<file path="src/hw/csg_map.vh">
`ifndef CSG_MAP_VH
`define CSG_MAP_VH
// Register word offsets
`define CSG_REG_CTRL 4'h0
`define CSG_REG_CFG 4'h1
`define CSG_REG_STAT 4'h2
`define CSG_REG_MASK 4'h3
`define CSG_REG_REQ 4'h4
`define CSG_REG_LAST 4'h5
// Config word field positions
`define CSG_CFG_PAGE_LSB 0
`define CSG_CFG_PAGE_MSB 7
`define CSG_CFG_END_BIT 8
`define CSG_CFG_CPG_BIT 9
`define CSG_CFG_DIS_BIT 10
`define CSG_CFG_GCP_BIT 11
`define CSG_CFG_GENERAL_WRITE_PROTECT_BIT 12
`define CSG_CFG_WIDTH 13
// Reset value: all unprogrammed
`define CSG_CFG_RESET 13'h1fff
// Status bit positions
`define CSG_ST_BLOCK 0
`define CSG_ST_PARITY 1
`define CSG_ST_WIDTH 2
// Page size as shift
`define CSG_PAGE_SHIFT 9
// Reset pulse cycles
`define CSG_RST_CYCLES 4'h8
`endif

</file>
<file path="src/hw/csg_guard.v">
// Chosen here: register access over Avalon-MM and the address map.
`timescale 1ns/10ps
// What this block does
// - Block interlock for addresses inside segment
// - General protection always still applies
// - Segment active only when disable bit 0
// - Boundary page is one inclusive 512-word page
// - End select 0: zero through boundary page
// - End select 1: boundary page through top
// - Bottom segment plus cfg bit 0: last page
// - Shadow complement kept, compared continuously
// - Unloaded bit change: parity error, reset
// - Config loaded from flash words, gcp guarded
// - Config words protectable by segment alone
// - Disabled segment adds no protection
`include "csg_map.vh"
module csg_guard #(
  parameter AW = 24,
  parameter MEM_TOP = 24'h0157ff
) (
  input wire core_clk_i,
  input wire resetn_i,
  input wire [3:0] avs_address_i,
  input wire avs_read_i,
  input wire avs_write_i,
  input wire [31:0] avs_writedata_i,
  output reg [31:0] avs_readdata_o,
  output wire avs_waitrequest_o,
  input wire cfg_load_i,
  input wire [12:0] cfg_word_i,
  input wire req_valid_i,
  input wire [AW-1:0] req_addr_i,
  output wire req_allow_o,
  output wire req_block_o,
  output reg parity_err_o,
  output reg dev_reset_o,
  output wire irq_o
);
  reg [12:0] cfg_r;
  reg [12:0] shadow_r;
  reg [1:0] stat_r;
  reg [1:0] mask_r;
  reg [AW-1:0] last_r;
  reg rd_done_r;
  reg [3:0] rst_cnt_r;
  reg [1:0] stat_nxt;
  wire [7:0] page;
  wire seg_end;
  wire cfg_pg_n;
  wire seg_dis;
  wire gcp_n;
  wire general_write_protect_n;
  wire [AW-1:0] pg_base;
  wire [AW-1:0] pg_last;
  wire [AW-1:0] top_pg;
  wire in_bottom;
  wire in_top;
  wire in_cfgpg;
  wire seg_hit;
  wire gen_hit;
  wire [12:0] mismatch;
  wire par_evt;
  wire blk_evt;
  wire wr_ok;

  assign page = cfg_r[`CSG_CFG_PAGE_MSB:`CSG_CFG_PAGE_LSB];
  assign seg_end = cfg_r[`CSG_CFG_END_BIT];
  assign cfg_pg_n = cfg_r[`CSG_CFG_CPG_BIT];
  assign seg_dis = cfg_r[`CSG_CFG_DIS_BIT];
  assign gcp_n = cfg_r[`CSG_CFG_GCP_BIT];
  assign general_write_protect_n = cfg_r[`CSG_CFG_GENERAL_WRITE_PROTECT_BIT];

  assign pg_base = {{(AW-8){1'b0}}, page} << `CSG_PAGE_SHIFT;
  assign pg_last = pg_base | {{(AW-9){1'b0}}, 9'h1ff};
  assign top_pg = MEM_TOP & ~{{(AW-9){1'b0}}, 9'h1ff};
  assign in_bottom = (req_addr_i <= pg_last);
  assign in_top = (req_addr_i >= pg_base);
  assign in_cfgpg = (req_addr_i >= top_pg);
  // Config page independent of general bits
  assign seg_hit = !seg_dis && (seg_end ? in_top : (in_bottom || (!cfg_pg_n && in_cfgpg)));
  assign gen_hit = !gcp_n || !general_write_protect_n;
  assign req_block_o = req_valid_i && (seg_hit || gen_hit);
  assign req_allow_o = req_valid_i && !(seg_hit || gen_hit);

  assign mismatch = cfg_r ^ ~shadow_r;
  assign par_evt = |mismatch;
  assign blk_evt = req_block_o;

  assign wr_ok = avs_write_i;
  assign avs_waitrequest_o = avs_read_i && !rd_done_r;
  assign irq_o = |(stat_r & mask_r);

  always @* begin
    stat_nxt = stat_r;
    if (wr_ok && avs_address_i == `CSG_REG_STAT) begin
      stat_nxt = stat_r & ~avs_writedata_i[1:0];
    end
    if (blk_evt) begin
      stat_nxt[`CSG_ST_BLOCK] = 1'b1;
    end
    if (par_evt) begin
      stat_nxt[`CSG_ST_PARITY] = 1'b1;
    end
  end

  always @(posedge core_clk_i or negedge resetn_i) begin
    if (!resetn_i) begin
      cfg_r <= `CSG_CFG_RESET;
      shadow_r <= ~`CSG_CFG_RESET;
    end else if (cfg_load_i) begin
      cfg_r <= cfg_word_i;
      shadow_r <= ~cfg_word_i;
    end
  end

  always @(posedge core_clk_i or negedge resetn_i) begin
    if (!resetn_i) begin
      stat_r <= 2'h0;
      mask_r <= 2'h0;
      last_r <= {AW{1'b0}};
      rd_done_r <= 1'b0;
      avs_readdata_o <= 32'h0;
    end else begin
      stat_r <= stat_nxt;
      if (wr_ok && avs_address_i == `CSG_REG_MASK) begin
        mask_r <= avs_writedata_i[1:0];
      end
      if (blk_evt) begin
        last_r <= req_addr_i;
      end
      rd_done_r <= avs_read_i && !rd_done_r;
      if (avs_read_i && !rd_done_r) begin
        case (avs_address_i)
          `CSG_REG_CFG: avs_readdata_o <= {19'h0, cfg_r};
          `CSG_REG_STAT: avs_readdata_o <= {30'h0, stat_r};
          `CSG_REG_MASK: avs_readdata_o <= {30'h0, mask_r};
          `CSG_REG_REQ: avs_readdata_o <= {30'h0, seg_hit, gen_hit};
          `CSG_REG_LAST: avs_readdata_o <= {{(32-AW){1'b0}}, last_r};
          default: avs_readdata_o <= 32'h0;
        endcase
      end
    end
  end

  always @(posedge core_clk_i or negedge resetn_i) begin
    if (!resetn_i) begin
      parity_err_o <= 1'b0;
      dev_reset_o <= 1'b0;
      rst_cnt_r <= 4'h0;
    end else begin
      parity_err_o <= par_evt;
      if (par_evt && rst_cnt_r == 4'h0) begin
        rst_cnt_r <= `CSG_RST_CYCLES;
        dev_reset_o <= 1'b1;
      end else if (rst_cnt_r != 4'h0) begin
        rst_cnt_r <= rst_cnt_r - 4'h1;
        dev_reset_o <= (rst_cnt_r != 4'h1);
      end
    end
  end
endmodule // csg_guard

</file>
<file path="config.mk">
export PLATFORM = sky130hd
export DESIGN_NAME = csg_guard
export DESIGN_NICKNAME = d
export VERILOG_FILES = /design/src/hw/csg_guard.v
export VERILOG_INCLUDE_DIRS = /design/src /design/src/hw
export SDC_FILE = /design/constraint.sdc
export NUM_CORES = 1
export LEC_CHECK = 0
export BUFFER_PORTS_ARGS = -buffer_cell sky130_fd_sc_hd__buf_2
export CORE_AREA = 2 2 91 93
export CTS_CLUSTER_DIAMETER = 80
export DETAILED_ROUTE_END_ITERATION = 12
export DIE_AREA = 0 0 93 95
export HOLD_SLACK_MARGIN = 0.05
export PLACE_DENSITY_LB_ADDON = 0.12
export SLEW_MARGIN = 20
export SYNTH_ARGS = -nofsm -noshare
export SYNTH_HDL_FRONTEND = slang
export SYNTH_SLANG_ARGS = --single-unit
</file>
<file path="constraint.sdc">
create_clock -name core_clk_i -period 3.15 [get_ports core_clk_i]
set_input_delay 0.4725 -clock core_clk_i [delete_from_list [all_inputs] [get_ports core_clk_i]]
set_output_delay 0.4725 -clock core_clk_i [all_outputs]
set_load 0.01 [all_outputs]
</file>
==> impl_results.md <==
- Num CTS Buffers: 9
- Post-Synth XOR/XNOR Area: under 10%
- CP required: ~2.7 ns
- VDD IR-drop max: 0.3198 mV
- Post-route ant nets: 0
- Mean post-synth cell area: 10.77 um2
- Layout cell share with drive strength beyond 1: 38.95%
- Skew final: 0.01236 ns
- Failing checks: negative setup slack
- Filler Cell Count: 678
- Largest family of logic cells by synthesized area: compound AO/OA/AOI/OAI gates
- Critical Path Start Type: flip-flop
- Post-route minimum period: about 3.3 ns
- Post-synth top area share: 45.11%
- Die height: 95 um
- Htree depth: 3
- Die X: 93 um
- Vias per inst: 5.221
- Max-slew headroom: between 50% and 60%
- Power per cell area: 522.3 nW/um2
- Yosys warnings: 0
- Simple-Gate Fraction of Synth Area: between 10% and 20%
- Comb power frac: 21.2%
- Hold Violations, Final: 0
- Number of global-route vias before repair: 3,011
- Setup tns final: -0.1889 ns
- # DRC: 0
- Initial core utilization: between 50 and 60%
- Unique cell type count in the Yosys netlist: 44
- Fin worst setup slack: -0.1345 ns
- CP Capture Type: primary output
- Crit share post-route: 104.3%
- Pre-CTS WS: -0.03057 ns
- CORE AREA: 7928 um2
- WP data arrival: about 2.8 ns
- Final Max Tran Viols: 0
- CTS Root Buffer Type: clkbuf_8
- HP Class: input port to async pin
- Synth Cell Area: roughly 4000 um2
- Fin nets: 561
- Num rows: 33
- DIE AREA: 8835 um2
- GRT met2 Usage: 35.21%
- Largest net degree at the start of global routing: 44
- RSZ-0062 raised after global routing: true
- FF+latch count, synth: 85
- Compound-Gate Fraction of Synth Area: approximately 14%
- Drt wl/cell: 15.70 um
- Area grow syn2layout: 23.93%
- EDFF count, synth: 0
- Post-synthesis mux area share: under 10%
- Psw: 780.9 uW
- Post-synthesis adder-cell area fraction: 3.759%
- Remaining global-route overflow: 0
- Outcome: complete, but fails checks
- Fmax achieved: 0.3045 GHz
- Port bufs: 78
- Routed wire length: 9107 um
- Leading area contributor after synthesis: dfrtp_1
- Reg power frac: 51.3%
- CTS clk-pin slew, worst paths: about 0.090 ns
- Via count: approximately 3k
- P_leak: 2.222 nW
- Met3 Use GR: 4.629%
- Switching Share: 30.21%
- Initial DRC count: 150
- Worst-margin pin slew: ~0.60 ns
- 1st-pass router iterations: 4
- Clock Sinks: 85
- Post-Synthesis Cells: 371
- Met1 Track Usage GR: just over 30%
- # setup viols final: 2
- Max_cap viols: 0
- CP max FO: 2
- N_diodes: 0
- Hold_buf cts: 0
- Clock Latency Late Sink: 0.36 ns
- GRT Total Usage: 22.15%
- Ports: 117
- Initial antenna violation count: 0
- Fraction of registers with async set/reset: 100.0%
- Busiest grt layer: met2
- CTS tree: built
- Wire length of the first global-routing pass: roughly 15,000 um
- Post-DP HPWL: 6644 um
- Top_reg_cell synth: dfrtp_1
- Area contributors post-synth: dfrtp_1 45%, mux2_2 8.7%, dfstp_2 8.6%
- Power Internal: 1.804 mW
- Clock buffer depth: 2
- Seq/Total Area, Yosys: 53.67%
- Clock power share: about 28%
- Final Wtd Congestion: between 0.8 and 0.9
- CP Class: flip-flop to primary output
cell type report:
class | instances | area (um2) | share of cell area, %
Sequential cell | 85 | 2143 | 43.30
Multi-Input combinational cell | 251 | 1792 | 36.20
Timing Repair Buffer | 105 | 634.4 | 12.82
Tap cell | 105 | 131.4 | 2.654
Clock buffer | 9 | 123.9 | 2.503
Inverter | 18 | 67.56 | 1.365
Clock inverter | 7 | 57.56 | 1.163
sequential cells by signal (all words and copies together) (netlist names):
name and count:
avs_readdata_o 24, last_r 24, cfg_r 13, shadow_r 13
rst_cnt_r 4, mask_r 2, stat_r 2, dev_reset_o 1
parity_err_o 1, rd_done_r 1
stage by stage:
step / area, um2 / total power, mW / hold slack (ns) / util [%] / instances
detailed placement: 4523 / 1.837 / 0.4678 / 57.05 / 548
global route: 4950 / 2.739 / 0.1199 / 62.44 / 580
finish: 4950 / 2.585 / 0.08954 / 62.44 / 580
floorplan: 4020 / 1.657 / 0.1769 / - / 378
global placement: 4523 / 1.812 / 0.4587 / 57.05 / 548
CTS: 4873 / 2.587 / 0.1040 / 61.47 / 577
per-layer routing:
metal  vias to the layer above  part of all wire (%)
li1                       1485                     -
met1                      1452                    47
met2                        82                    47
met3                         9                   5.4
met4                         0                   1.2
met5                         -                     0
cells by family after synthesis:
family,Yosys count
AND/OR/NAND/NOR,98
multiplexers,32
buffers and inverters,42
flip-flops,85
adder cells (fa/ha/maj),12
other,1
AO/OA/AOI/OAI,88
XOR/XNOR,13
cell usage in the layout, fill, tap and decap left out, drive strengths merged, types with 3 or more instances in the layout:
cell,Yosys,routed
dfstp,13,13
dfrtp,72,72
a211oi,3,3
or3,4,4
ha,12,12
a22oi,12,12
xor2,7,7
clkinvlp,0,3
nand3,7,7
buf,10,105
nor4,3,3
clkbuf,14,9
mux2,32,32
a21oi,12,12
o21a,10,10
inv,18,21
nand4,5,5
o211ai,3,3
o21ai,35,35
nor2,12,12
conb,1,8
xnor2,6,6
nand2,54,54
power by group through the flow:
stage	clock network [mW]	registers [mW]	logic [mW]
final	0.712	1.33	0.547
after global routing	0.775	1.35	0.617
after CTS	0.731	1.33	0.530
after detailed placement	0	1.36	0.482
after global placement	0	1.35	0.464
after floorplan	0	1.33	0.326
worst max-delay path: stages, from the launching register on:
cell and delay [ns]:
dfstp_2 0.53, inv_1 0.05, ha_1 0.29, nand4_1 0.15, or4_4 0.46, o2111a_2 0.30, or3_4 0.39, nor3b_4 0.16
buf_2 0.14
path summary, 6_finish.rpt:
path / to / start / cells after the start / slack [ns]
worst max-delay path: req_allow_o / cfg_r[4] / 8 / -0.13
worst min-delay path: mask_r[0] / resetn_i / 1 / 0.09
worst max register to register: last_r[18] / cfg_r[4] / 12 / 0.04
worst min register to register: avs_readdata_o[14] / avs_readdata_o[14] / 2 / 0.48
max in group asynchronous: cfg_r[4] / resetn_i / 2 / 2.37
min in group core_clk_i: shadow_r[12] / cfg_word_i[12] / 2 / 0.29
cell usage after synthesis (2+ instances only):
cell type   n
o211ai_1    3
xnor2_1     6
nor4_1      3
clkbuf_1   14
buf_6       2
o21a_1     10
nand2_1    54
ha_1       12
dfrtp_1    72
a22oi_1    12
mux2_2     31
dfstp_2    13
or3_1       4
o21ai_0    35
a211oi_1    3
nand3_1     7
nand2b_1    2
nand4_1     5
or4_1       2
a31oi_1     2
buf_4       8
a21oi_1    12
nor2_1     12
xor2_1      7
nor3b_1     2
nor3_1      2
inv_1      18
a21o_1      2
what timing repair did:
item	in CTS	in global routing
resized for setup	14	8
setup buffers	13	3
pin swaps	9	5
setup endpoints to repair	2	2
Note: power is estimated with default switching activity, not from simulation.
